===== config.mk =====
export PLATFORM = sky130hd
export DESIGN_NAME = wwc_regs
export DESIGN_NICKNAME = d
export VERILOG_FILES = /design/src/verilog/wwc_pkg.sv /design/src/verilog/wwc_regs.sv /design/src/verilog/wwc_sync_edge.sv
export SDC_FILE = /design/constraint.sdc
export NUM_CORES = 1
export LEC_CHECK = 0
export BUFFER_PORTS_ARGS = -buffer_cell sky130_fd_sc_hd__buf_2
export CAP_MARGIN = 20
export CORE_ASPECT_RATIO = 1.25
export CORE_UTILIZATION = 45
export CTS_BUF_LIST = sky130_fd_sc_hd__clkbuf_4
export DETAILED_ROUTE_END_ITERATION = 16
export PLACE_DENSITY = 0.72
export SETUP_SLACK_MARGIN = 0.5
export SLEW_MARGIN = 20
export SYNTH_ARGS = -nofsm -noshare
export SYNTH_HDL_FRONTEND = slang
export SYNTH_SLANG_ARGS = --single-unit

===== constraint.sdc =====
create_clock -name mclk_in -period 1.59 [get_ports mclk_in]
set_input_delay 0 -clock mclk_in [delete_from_list [all_inputs] [get_ports mclk_in]]
set_output_delay 0 -clock mclk_in [all_outputs]
set_load 0.05 [all_outputs]

===== src/verilog/wwc_pkg.sv =====
// Constants, field layouts and types for the wake/watchdog and comparator register pair.
// Assumes an 8-bit IO-space register port with 6-bit addresses.
package wwc_pkg;

  // IO addresses
  localparam logic [5:0] WWC_ADDR_WAKE_WDT = 6'h17;
  localparam logic [5:0] WWC_ADDR_CMP_CTRL = 6'h18;

  // wake_watchdog_config fields
  localparam int WWC_FAST_WAKE_BIT = 5;
  localparam int WWC_LVR_DIS_BIT = 2;
  localparam int WWC_WDT_SEL_MSB = 1;
  localparam int WWC_WDT_SEL_LSB = 0;

  // comparator_control fields
  localparam int WWC_CMP_EN_BIT = 7;
  localparam int WWC_CMP_RES_BIT = 6;
  localparam int WWC_CMP_SAMPLE_BIT = 5;
  localparam int WWC_CMP_INV_BIT = 4;
  localparam int WWC_CMP_MINUS_MSB = 3;
  localparam int WWC_CMP_MINUS_LSB = 1;
  localparam int WWC_CMP_PLUS_BIT = 0;

  localparam logic [7:0] WWC_REG_RESET = 8'h00;
  localparam logic [7:0] WWC_READ_NONE = 8'h00;

  // Wake-up lengths in low-speed oscillator clocks
  localparam logic [11:0] WWC_WAKE_NORMAL_TICKS = 12'hbb8;
  localparam logic [11:0] WWC_WAKE_FAST_TICKS = 12'h02d;
  localparam logic [11:0] WWC_TICK_ONE = 12'h001;
  localparam logic [11:0] WWC_TICK_ZERO = 12'h000;

  // Watchdog timeout in low-speed oscillator periods
  localparam logic [1:0] WWC_WDT_8K = 2'h0;
  localparam logic [1:0] WWC_WDT_16K = 2'h1;
  localparam logic [1:0] WWC_WDT_64K = 2'h2;
  localparam logic [1:0] WWC_WDT_256K = 2'h3;
  localparam logic [18:0] WWC_WDT_PERIOD_8K = 19'h02000;
  localparam logic [18:0] WWC_WDT_PERIOD_16K = 19'h04000;
  localparam logic [18:0] WWC_WDT_PERIOD_64K = 19'h10000;
  localparam logic [18:0] WWC_WDT_PERIOD_256K = 19'h40000;

  // Minus input selections
  localparam logic [2:0] WWC_MINUS_PORT_A_PIN_THREE = 3'h0;
  localparam logic [2:0] WWC_MINUS_PORT_A_PIN_FOUR = 3'h1;
  localparam logic [2:0] WWC_MINUS_BANDGAP = 3'h2;
  localparam logic [2:0] WWC_MINUS_RES_LADDER = 3'h3;
  localparam logic [2:0] WWC_MINUS_PORT_B_PIN_SIX = 3'h4;
  localparam logic [2:0] WWC_MINUS_PORT_B_PIN_SEVEN = 3'h5;
  localparam logic [1:0] WWC_MINUS_RESERVED_TOP = 2'h3;

  typedef enum logic [1:0] {
    WWC_WAKE_IDLE = 2'b00,
    WWC_WAKE_COUNT = 2'b01,
    WWC_WAKE_STAB = 2'b11,
    WWC_WAKE_DONE = 2'b10
  } wwc_wake_state_e;

  typedef struct packed {
    logic fast_wake;
    logic lvr_disable;
    logic [1:0] wdt_sel;
  } wwc_wake_cfg_s;

  typedef struct packed {
    logic enable;
    logic sample;
    logic invert;
    logic [2:0] minus_sel;
    logic plus_sel;
  } wwc_cmp_cfg_s;

endpackage


===== src/verilog/wwc_regs.sv =====
// Wake-up/watchdog configuration and comparator control registers with wake timing.
// Assumes a synchronous IO-space port; oscillator, timer-2 clock and comparator
// result arrive asynchronously and are synchronised here.
`timescale 1ns/100ps
`default_nettype none
// Operation
// - Normal wake takes 3000 low-speed clocks; fast takes 45 plus stabilisation.
// - With external oscillator enabled, normal wake timing applies regardless of fast bit.
// - Fast wake adds stabilisation only after system-stop, none after execution-stop.
// - Wake/watchdog bit 2 set disables low-voltage reset; clear keeps it enabled.
// - Bits 1-0 pick watchdog timeout of 8k, 16k, 64k or 256k periods.
// - Comparator control bit 7 turns comparator on; software disables digital inputs.
// - Read-only bit 6 reports one when plus input exceeds minus input.
// - Bit 5 set samples result output on timer-2 clock; clear passes it directly.
// - Bit 4 set inverts the comparator result output.
// - Bits 3-1 select minus input; codes 11X are reserved.
// - Bit 0 selects plus input: ladder when 0, port-A pin when 1.
module wwc_regs
  import wwc_pkg::*;
#(
  parameter logic [11:0] OSC_STABLE_TICKS = 12'h020
) (
  input wire logic mclk_in,
  input wire logic reset_n_in,
  input wire logic [5:0] io_addr_in,
  input wire logic io_wr_in,
  input wire logic io_rd_in,
  input wire logic [7:0] io_wdata_in,
  output logic [7:0] io_rdata_out,
  input wire logic low_speed_internal_osc_in,
  input wire logic timer_two_clock_in,
  input wire logic cmp_raw_in,
  input wire logic external_oscillator_en_in,
  input wire logic wake_request_in,
  input wire logic wake_from_system_stop_in,
  output logic wake_busy_out,
  output logic wake_done_out,
  output logic lvr_enable_out,
  output logic [18:0] wdt_period_out,
  output logic cmp_enable_out,
  output logic [2:0] cmp_minus_sel_out,
  output logic cmp_minus_reserved_out,
  output logic cmp_plus_sel_out,
  output logic cmp_result_out
);

  // Registers and their next values
  wwc_wake_cfg_s wake_cfg_reg;
  wwc_wake_cfg_s wake_cfg_next;
  wwc_cmp_cfg_s cmp_cfg_reg;
  wwc_cmp_cfg_s cmp_cfg_next;
  wwc_wake_state_e wake_state_reg;
  wwc_wake_state_e wake_state_next;
  logic [11:0] tick_cnt_reg;
  logic [11:0] tick_cnt_next;
  logic [11:0] wake_target_reg;
  logic [11:0] wake_target_next;
  logic stab_needed_reg;
  logic stab_needed_next;
  logic [7:0] rdata_reg;
  logic [7:0] rdata_next;
  logic sampled_reg;
  logic sampled_next;
  logic result_reg;
  logic result_next;
  logic [18:0] wdt_period_reg;
  logic [18:0] wdt_period_next;
  logic busy_reg;
  logic done_reg;
  logic lvr_en_reg;
  logic minus_rsv_reg;

  // Synchronised external levels and edges
  logic ls_level;
  logic ls_tick;
  logic tm2_level;
  logic tm2_rise;
  logic cmp_level;

  wwc_sync_edge u_ls_sync (
    .mclk_in(mclk_in),
    .reset_n_in(reset_n_in),
    .async_in(low_speed_internal_osc_in),
    .level_out(ls_level),
    .rise_out(ls_tick)
  );

  wwc_sync_edge u_tm2_sync (
    .mclk_in(mclk_in),
    .reset_n_in(reset_n_in),
    .async_in(timer_two_clock_in),
    .level_out(tm2_level),
    .rise_out(tm2_rise)
  );

  wwc_sync_edge u_cmp_sync (
    .mclk_in(mclk_in),
    .reset_n_in(reset_n_in),
    .async_in(cmp_raw_in),
    .level_out(cmp_level),
    .rise_out()
  );

  // Register decode
  // Reads of the write-only register and of unmapped addresses return zero
  wire sel_wake = (io_addr_in == WWC_ADDR_WAKE_WDT);
  wire sel_cmp = (io_addr_in == WWC_ADDR_CMP_CTRL);
  wire wr_wake = io_wr_in & sel_wake;
  wire wr_cmp = io_wr_in & sel_cmp;
  wire rd_cmp = io_rd_in & sel_cmp;

  // Reserved bits 7-6 and 4-3 are not stored, so stray ones have no effect
  always_comb begin
    wake_cfg_next = wake_cfg_reg;
    if (wr_wake) begin
      wake_cfg_next.fast_wake = io_wdata_in[WWC_FAST_WAKE_BIT];
      wake_cfg_next.lvr_disable = io_wdata_in[WWC_LVR_DIS_BIT];
      wake_cfg_next.wdt_sel = io_wdata_in[WWC_WDT_SEL_MSB:WWC_WDT_SEL_LSB];
    end
  end

  // Bit 6 of a write is ignored: it is the read-only result
  always_comb begin
    cmp_cfg_next = cmp_cfg_reg;
    if (wr_cmp) begin
      cmp_cfg_next.enable = io_wdata_in[WWC_CMP_EN_BIT];
      cmp_cfg_next.sample = io_wdata_in[WWC_CMP_SAMPLE_BIT];
      cmp_cfg_next.invert = io_wdata_in[WWC_CMP_INV_BIT];
      cmp_cfg_next.minus_sel = io_wdata_in[WWC_CMP_MINUS_MSB:WWC_CMP_MINUS_LSB];
      cmp_cfg_next.plus_sel = io_wdata_in[WWC_CMP_PLUS_BIT];
    end
  end

  // Comparison result reads low while the comparator is off; with bit 5 clear the result output then equals the invert bit
  wire cmp_true = cmp_level & cmp_cfg_reg.enable;
  wire cmp_polar = cmp_true ^ cmp_cfg_reg.invert;

  always_comb begin
    rdata_next = WWC_READ_NONE;
    if (rd_cmp) begin
      rdata_next[WWC_CMP_EN_BIT] = cmp_cfg_reg.enable;
      rdata_next[WWC_CMP_RES_BIT] = cmp_true;
      rdata_next[WWC_CMP_SAMPLE_BIT] = cmp_cfg_reg.sample;
      rdata_next[WWC_CMP_INV_BIT] = cmp_cfg_reg.invert;
      rdata_next[WWC_CMP_MINUS_MSB:WWC_CMP_MINUS_LSB] = cmp_cfg_reg.minus_sel;
      rdata_next[WWC_CMP_PLUS_BIT] = cmp_cfg_reg.plus_sel;
    end
  end

  // Sampling tracks the synchronised timer-2 clock, so it lags the pin by two cycles
  assign sampled_next = tm2_rise ? cmp_polar : sampled_reg;
  assign result_next = cmp_cfg_reg.sample ? sampled_reg : cmp_polar;

  // Watchdog period selection
  always_comb begin
    unique case (wake_cfg_reg.wdt_sel)
      WWC_WDT_8K: wdt_period_next = WWC_WDT_PERIOD_8K;
      WWC_WDT_16K: wdt_period_next = WWC_WDT_PERIOD_16K;
      WWC_WDT_64K: wdt_period_next = WWC_WDT_PERIOD_64K;
      WWC_WDT_256K: wdt_period_next = WWC_WDT_PERIOD_256K;
    endcase
  end

  // Fast wake is honoured only without the external oscillator
  wire fast_eff = wake_cfg_reg.fast_wake & ~external_oscillator_en_in;
  wire [11:0] start_target = fast_eff ? WWC_WAKE_FAST_TICKS : WWC_WAKE_NORMAL_TICKS;
  wire start_stab = fast_eff & wake_from_system_stop_in;
  // The count ends on the tick that reaches the target, so N ticks take N edges
  wire tick_last = ls_tick & (tick_cnt_reg == wake_target_reg - WWC_TICK_ONE);
  wire wake_accept = wake_request_in & (wake_state_reg == WWC_WAKE_IDLE);

  // Wake-up sequencer counting low-speed oscillator edges
  always_comb begin
    wake_state_next = wake_state_reg;
    tick_cnt_next = tick_cnt_reg;
    wake_target_next = wake_target_reg;
    stab_needed_next = stab_needed_reg;
    unique case (wake_state_reg)
      WWC_WAKE_IDLE: begin
        // Captured here so later register writes cannot stretch or cut a running wake
        if (wake_accept) begin
          wake_state_next = WWC_WAKE_COUNT;
          tick_cnt_next = WWC_TICK_ZERO;
          wake_target_next = start_target;
          stab_needed_next = start_stab;
        end
      end
      WWC_WAKE_COUNT: begin
        if (tick_last) begin
          tick_cnt_next = WWC_TICK_ZERO;
          if (stab_needed_reg) begin
            wake_state_next = WWC_WAKE_STAB;
            wake_target_next = OSC_STABLE_TICKS;
          end else begin
            wake_state_next = WWC_WAKE_DONE;
          end
        end else if (ls_tick) begin
          tick_cnt_next = tick_cnt_reg + WWC_TICK_ONE;
        end
      end
      WWC_WAKE_STAB: begin
        if (tick_last) begin
          wake_state_next = WWC_WAKE_DONE;
          tick_cnt_next = WWC_TICK_ZERO;
        end else if (ls_tick) begin
          tick_cnt_next = tick_cnt_reg + WWC_TICK_ONE;
        end
      end
      WWC_WAKE_DONE: begin
        wake_state_next = WWC_WAKE_IDLE;
      end
    endcase
  end

  // Status next values; every output is registered so none glitches
  // Reserved minus codes are stored as written and only flagged
  wire busy_next = (wake_state_next != WWC_WAKE_IDLE);
  wire done_next = (wake_state_next == WWC_WAKE_DONE);
  wire lvr_en_next = ~wake_cfg_next.lvr_disable;
  wire minus_rsv_next = (cmp_cfg_next.minus_sel > WWC_MINUS_PORT_B_PIN_SEVEN);

  // Register contents
  always_ff @(posedge mclk_in) begin
    if (!reset_n_in) begin
      wake_cfg_reg <= wwc_wake_cfg_s'(WWC_REG_RESET[$bits(wwc_wake_cfg_s)-1:0]);
      cmp_cfg_reg <= wwc_cmp_cfg_s'(WWC_REG_RESET[$bits(wwc_cmp_cfg_s)-1:0]);
    end else begin
      wake_cfg_reg <= wake_cfg_next;
      cmp_cfg_reg <= cmp_cfg_next;
    end
  end

  // Read data stands for one cycle after the read strobe
  always_ff @(posedge mclk_in) begin
    if (!reset_n_in) begin
      rdata_reg <= WWC_REG_RESET;
    end else begin
      rdata_reg <= rdata_next;
    end
  end

  always_ff @(posedge mclk_in) begin
    if (!reset_n_in) begin
      wake_state_reg <= WWC_WAKE_IDLE;
      tick_cnt_reg <= WWC_TICK_ZERO;
      wake_target_reg <= WWC_WAKE_NORMAL_TICKS;
      stab_needed_reg <= 1'b0;
    end else begin
      wake_state_reg <= wake_state_next;
      tick_cnt_reg <= tick_cnt_next;
      wake_target_reg <= wake_target_next;
      stab_needed_reg <= stab_needed_next;
    end
  end

  // Comparator output path, registered in both modes
  always_ff @(posedge mclk_in) begin
    if (!reset_n_in) begin
      sampled_reg <= 1'b0;
      result_reg <= 1'b0;
    end else begin
      sampled_reg <= sampled_next;
      result_reg <= result_next;
    end
  end

  // Status outputs
  always_ff @(posedge mclk_in) begin
    if (!reset_n_in) begin
      wdt_period_reg <= WWC_WDT_PERIOD_8K;
      busy_reg <= 1'b0;
      done_reg <= 1'b0;
      lvr_en_reg <= ~WWC_REG_RESET[WWC_LVR_DIS_BIT];
      minus_rsv_reg <= 1'b0;
    end else begin
      wdt_period_reg <= wdt_period_next;
      busy_reg <= busy_next;
      done_reg <= done_next;
      lvr_en_reg <= lvr_en_next;
      minus_rsv_reg <= minus_rsv_next;
    end
  end

  // Outputs straight from flops
  assign io_rdata_out = rdata_reg;
  assign wake_busy_out = busy_reg;
  assign wake_done_out = done_reg;
  assign lvr_enable_out = lvr_en_reg;
  assign wdt_period_out = wdt_period_reg;
  assign cmp_enable_out = cmp_cfg_reg.enable;
  assign cmp_minus_sel_out = cmp_cfg_reg.minus_sel;
  assign cmp_minus_reserved_out = minus_rsv_reg;
  assign cmp_plus_sel_out = cmp_cfg_reg.plus_sel;
  assign cmp_result_out = result_reg;

  // Level of the low-speed and timer-2 clocks is not needed beyond their edges
  wire unused_levels = ls_level ^ tm2_level;

endmodule
`default_nettype wire


===== src/verilog/wwc_sync_edge.sv =====
// Two-flop synchroniser with a rising-edge pulse on the mclk_in domain.
// Assumes async_in is a level from another clock or a pin.
`timescale 1ns/100ps
`default_nettype none
module wwc_sync_edge (
  input wire logic mclk_in,
  input wire logic reset_n_in,
  input wire logic async_in,
  output logic level_out,
  output logic rise_out
);
  logic meta_reg;
  logic sync_reg;
  logic last_reg;

  // Edge taken from second and third flops only, never the metastable first
  always_ff @(posedge mclk_in) begin
    if (!reset_n_in) begin
      meta_reg <= 1'b0;
      sync_reg <= 1'b0;
      last_reg <= 1'b0;
    end else begin
      meta_reg <= async_in;
      sync_reg <= meta_reg;
      last_reg <= sync_reg;
    end
  end

  assign level_out = sync_reg;
  assign rise_out = sync_reg & ~last_reg;
endmodule
`default_nettype wire

## Word level (Yosys, flattened, before mapping)

Index checks and enable logic that the tools add are counted.

| storage, ports and cells | value |
|---|---|
| word-level logic and storage cells | 88 |
| input port bits | 24 |
| output and inout bits | 37 |
| flip-flop bits (word level) | 79 |

| cells by class | value |
|---|---|
| bitwise operators | 15 |
| equal/unequal tests | 14 |
| add/sub/neg operators | 2 |
| order comparisons | 1 |
| reduce and logical (&&, ||, !) cells | 10 |
| muxes and demuxes | 18 |

Operators by type and width:

| operator | number |
|---|---|
| $mux 12 | 7 |
| $pmux 19 s4 | 1 |
| $pmux 12 s2 | 2 |
| $add 12x1->12 const B | 1 |
| $eq 12x12->1 | 1 |
| $eq 6x5->1 const B | 2 |
| $sub 12x1->12 const B | 1 |
| $and 1x1->1 | 10 |
| $eq 2x2->1 const B | 5 |
| $pmux 2 s4 | 1 |
| $mux 2 | 3 |
| $ne 2x2->1 const B | 3 |
| $reduce_bool 2->1 | 3 |
| $eq 2x1->1 const B | 2 |
| $logic_not 2->1 | 2 |
| $mux 4 | 1 |
| $not 1->1 | 4 |
| $reduce_and 2->1 | 2 |
| $reduce_and 4->1 | 1 |
| $gt 3x3->1 const B | 1 |
| $mux 3 | 1 |
| $ne 3x1->1 const B | 1 |
| $reduce_and 3->1 | 1 |
| $mux 1 | 2 |
| 2 further kinds | 2 |

## Logic depth before layout (Yosys ltp)

| logic depth | value |
|---|---|
| depth after elaboration | 6 |
| gate-level depth with buffers | 8 |
| mapped depth without buffers | 7 |

## Hierarchy

A second synthesis with hierarchy kept.

| second synthesis, totals | value |
|---|---|
| cell total of the unflattened synthesis | 241 |
| area, all modules | 2373.5 um2 |

Modules (own cells, without submodules):

| module | seq. area each (um2) | cells each | instances | area an instance (um2) |
|---|---|---|---|---|
| wwc_regs | 940.9 | 220 | 1 | 2095.8 |
| wwc_sync_edge | 60.1 | 7 | 3 | 92.6 |

## Worst setup path before layout

OpenSTA, ideal clock, no wires.

| path | value |
|---|---|
| path type | register to register |
| start | reg wake_target_reg[2] |
| end | reg wake_state_reg[0] |
| period minus slack after synthesis | 1.734 ns |
| arrival | 1.607 ns |
| path slack | -0.144 ns |
| data required time | 1.462 ns |
| cell stages (with the launch flop) | 9 |
| setup time | 0.128 ns |
| path buffers | 1 |
| path through | dfxtp_1 inv_1 ha_1 xnor2_1 nor4_4 o2111ai_4 buf_6 a21oi_2 nor2_1 |

| on the way | value |
|---|---|
| longest elaborated chain between the ends | 5 |
| elaborated cells between the ends (all ways) | 6 |
| those cells by class | add/sub: 1; eq/ne: 1; mux: 3; bitwise: 1 |

Ends and longest elaborated chain:

| what | line | text |
|---|---|---|
| start: declaration | wwc_regs.sv:56 | `logic [11:0] wake_target_reg;` |
| start signal: assignment | wwc_regs.sv:251 | `wake_target_reg <= wake_target_next;` |
| $sub 12x1->12 * | wwc_regs.sv:169 | `wire tick_last = ls_tick & (tick_cnt_reg == wake_target_reg - WWC_TICK_ONE);` |
| $eq 12x12->1 * | wwc_regs.sv:169 |  |
| $and 1x1->1 * | wwc_regs.sv:169 |  |
| $mux 2, on equally long branches | wwc_regs.sv:202, wwc_regs.sv:189 |  |
| $pmux 2 s4 * | wwc_regs.sv:178 | `unique case (wake_state_reg)` |
| end signal: assignment | wwc_regs.sv:249 | `wake_state_reg <= wake_state_next;` |
| end: declaration | wwc_regs.sv:52 | `wwc_wake_state_e wake_state_reg;` |

Mark *: on every way between the ends. The rest lies on a longest branch, timed or not.
A chain may end at the register's enable or synchronous reset.

## Final worst setup path

| path | value |
|---|---|
| start | reg wake_target_reg[3] |
| end | reg wake_target_reg[3] |

| on the way | value |
|---|---|
| longest elaborated chain between the ends | 5 |

Ends and longest elaborated chain:

| what | line |
|---|---|
| $sub 12x1->12 | wwc_regs.sv:169 |
| $eq 12x12->1 | wwc_regs.sv:169 |
| $and 1x1->1 | wwc_regs.sv:169 |
| $ne 2x2->1 (no line) | - |
| $reduce_and 4->1 (no line) | - |

Every way passes these cells.

==> impl_metrics.csv <==
group,metric,value,unit
status,status,"complete, but fails checks",
status,violations,"setup timing",
cells_and_area,largest_register_ffs,12,
yosys,ys_warn_count,0,
setup_path,critPathLaunchType,"flip-flop",
detailed_routing,wl_per_cell,13.1,um
setup_path,critPathKind,"flip-flop to flip-flop",
detailed_routing,drc,0,
timing,rsz0062_at_grt,"yes",
timing,hold_viol_final,0,
detailed_routing,drt-pass1-iter-count,4,
yosys,syn_avg_cell_area,9.25,um^2
cells_and_area,n_antenna_cell,0,
power_and_ir_drop,leakage,1.37,nW
yosys,ys_types,47,
timing,slew_violations,0,
setup_path,critical_path_required,1.86,ns
setup_path,startpoint,"wake_target_reg[3]",
global_routing,antenna_found_initial,0,
detailed_routing,vias,2080,
floorplan,die_y,84.2,um
clocking,cts_root_buf,"clkbuf_4",
cells_and_area,utilization,0.612,
detailed_routing,wl,5340,um
yosys,syn_area,2430,um^2
clocking,clkSlewWorstSetupHoldPaths,0.16,ns
place,place_area,2820,um^2
floorplan,core-area,5150,um^2
clocking,numCtsBuffers,5,
clocking,cts-htree-levels,2,
detailed_routing,drt_iter0_drc,90,
yosys,syn_inst,263,
power_and_ir_drop,peakVddDrop,0.364,mV
setup_path,r2r_start,"wake_target_reg[3]",
yosys,async_reset_ff_frac,0,
clocking,clockBufferDepth,2,
setup_path,rr_endpoint,"wake_target_reg[3]",
floorplan,initial_utilization,0.472,
yosys,seq_area_frac_synth,0.453,
timing,finalSetupViolCount,18,
setup_path,reg2reg_depth,6,
setup_path,r2r_slack,-0.16,ns
cells_and_area,final_nets,371,
floorplan,die_area,5710,um^2
timing,fmax,573,MHz
setup_path,cp-end-kind,"flip-flop",
detailed_routing,via_per_inst,5.10,
cells_and_area,area_growth,29.7,%
yosys,ys.flop_type,"dfxtp_1",
cells_and_area,final_area,3150,um^2
hold_path,hp-class,"primary input to flip-flop",
floorplan,fp.dieW,67.8,um
timing,min_period_over_period,1.10,
global_routing,grt_max_degree,22,
timing,setup_tns,-1.05,ns
global_routing,grt_pass1_vias,1933,
clocking,insertion_delay,0.38,ns
floorplan,io_pins,61,
place,place_congestion,0.813,
global_routing,grt_pass1_wl,8550,um
setup_path,endpoint,"wake_target_reg[3]",
setup_path,crit_fanout,3,
place,portBuffers,44,
place,dp_hpwl,3760,um
global_routing,overflow,0,
timing,clock_skew,0.00466,ns
detailed_routing,drtAntennaViolNets,0,
timing,finalCriticalPeriod,1.75,ns
global_routing,grt_usage,0.199,
cells_and_area,n_fill_cell,419,
yosys,synth_edf_count,0,
flow_run,cap_violations,0,
setup_path,crit_arrival,2.02,ns
timing,layout_setup_ws,-0.155,ns
cells_and_area,drive_gt1_frac,0.327,
floorplan,rows,29,
power_and_ir_drop,powerDensity,753,nW/um^2
yosys,ys_ff_latch,55,
clocking,cts_tree,"built",
clocking,cts_sinks,55,
==> cells by family (layout without fill, tap and decap cells) <==
logic type | count (synthesis) | after routing | share of synthesized area
other | 1 | 15 | 0.00154
DFF | 55 | 55 | 0.453
and+or+nand+nor | 117 | 117 | 0.267
adders and majority gates | 2 | 2 | 0.0103
muxes | 13 | 13 | 0.0535
xor gates and xnor gates | 4 | 4 | 0.0144
AOI/OAI and AO/OA | 35 | 35 | 0.109
buffers and inverters | 36 | 105 | 0.0916
==> cells in the mapped netlist, drive strengths merged, types with 3 or more instances <==
cell type / n / share of area
inv: 6 / 0.0093
nand3: 7 / 0.014
nor4: 3 / 0.014
o21ai: 6 / 0.012
nor2: 26 / 0.040
mux2i: 13 / 0.053
clkbuf: 6 / 0.0098
o211ai: 6 / 0.025
nor2b: 6 / 0.015
and3: 6 / 0.017
and2: 16 / 0.041
nand2: 24 / 0.037
nand4: 9 / 0.023
dfxtp: 55 / 0.45
buf: 24 / 0.073
nand4b: 3 / 0.011
nor3: 4 / 0.010
a31oi: 5 / 0.013
a21oi: 12 / 0.026
==> through the flow <==
| stage | hold slack, ns | setup slack [ns] | total power, mW | instances |
|---|---|---|---|---|
| floorplan | 0.127 | -0.127 | 1.65 | 277 |
| global placement | 0.209 | -0.226 | 1.70 | 382 |
| detailed placement | 0.212 | -0.263 | 1.70 | 382 |
| CTS | 0.00118 | -0.137 | 2.39 | 406 |
| global route | 0.00196 | -0.255 | 2.49 | 408 |
| finish | 0.0221 | -0.155 | 2.37 | 408 |
==> power by group <==
group / leakage (nW) / internal [mW] / total (mW) / switching (mW)
Sequential: 0.448 / 1.40 / 1.41 / 0.0105
Combinational: 0.885 / 0.113 / 0.312 / 0.199
Clock: 0.0373 / 0.190 / 0.654 / 0.464
Total: 1.37 / 1.70 / 2.37 / 0.674
==> area by class of cell <==
cell class	count	area, um^2	area share
clock inverters	3	28.8	0.00912
repair buffers	91	639	0.203
inverters	6	22.5	0.00714
clock buffers	5	37.5	0.0119
well taps	62	77.6	0.0246
flip-flops and latches	55	1110	0.352
multi-input cells	186	1240	0.393
==> repair_timing <==
item / 4_1_cts / 5_1_grt
gates resized for setup: 12 / 13
endpoints found under the setup margin: 21 / 25
pin swaps: 10 / 14
hold endpoints to repair: 20 / 0
hold buffers: 15 / 0
buffers inserted: 1 / 2
==> placed cells by master (no fill, tap or decap), types with 5 or more instances in the layout <==
| cell type | netlist | routed |
|---|---|---|
| and2_1 | 16 | 16 |
| buf_2 | 3 | 40 |
| nor2b_1 | 6 | 6 |
| dfxtp_2 | 0 | 7 |
| nand2_1 | 24 | 24 |
| and3_1 | 5 | 5 |
| mux2i_1 | 13 | 13 |
| a21oi_1 | 11 | 10 |
| dlygate4sd3_1 | 0 | 15 |
| conb_1 | 1 | 15 |
| nor2_1 | 26 | 24 |
| o21ai_1 | 3 | 5 |
| a31oi_1 | 5 | 5 |
| clkbuf_4 | 0 | 7 |
| dfxtp_1 | 55 | 48 |
| nand3_1 | 7 | 6 |
| buf_4 | 18 | 29 |
| buf_6 | 2 | 5 |
| nand4_1 | 9 | 9 |
==> routing by layer <==
metal / vias up / GRT usage / part of all wire
li1: 1045 / - / -
met1: 967 / 0.214 / 0.40
met2: 60 / 0.355 / 0.54
met3: 8 / 0.0489 / 0.040
met4: 0 / 0.0812 / 0.017
met5: - / 0 / 0
==> worst min-delay path by stage <==
stage / from / endpoint / slack (ns) / cells after the start
after floorplan: cmp_raw_in / u_cmp_sync.meta_reg / 0.13 / 1
after global placement: timer_two_clock_in / u_tm2_sync.meta_reg / 0.21 / 2
after detailed placement: low_speed_internal_osc_in / u_ls_sync.meta_reg / 0.21 / 2
after CTS: reset_n_in / wake_target_reg[9] / 0.001 / 3
after global routing: reset_n_in / wake_target_reg[9] / 0.002 / 3
final: reset_n_in / wake_target_reg[9] / 0.02 / 3
==> critical path, stage by stage, from the launching register on <==
cell and delay, ns:
dfxtp_2 0.36, or3_4 0.40, a211oi_4 0.26, o2111ai_4 0.16, buf_6 0.17, a21boi_4 0.16
o211ai_1 0.12
Note: power is estimated with default switching activity, not from simulation.
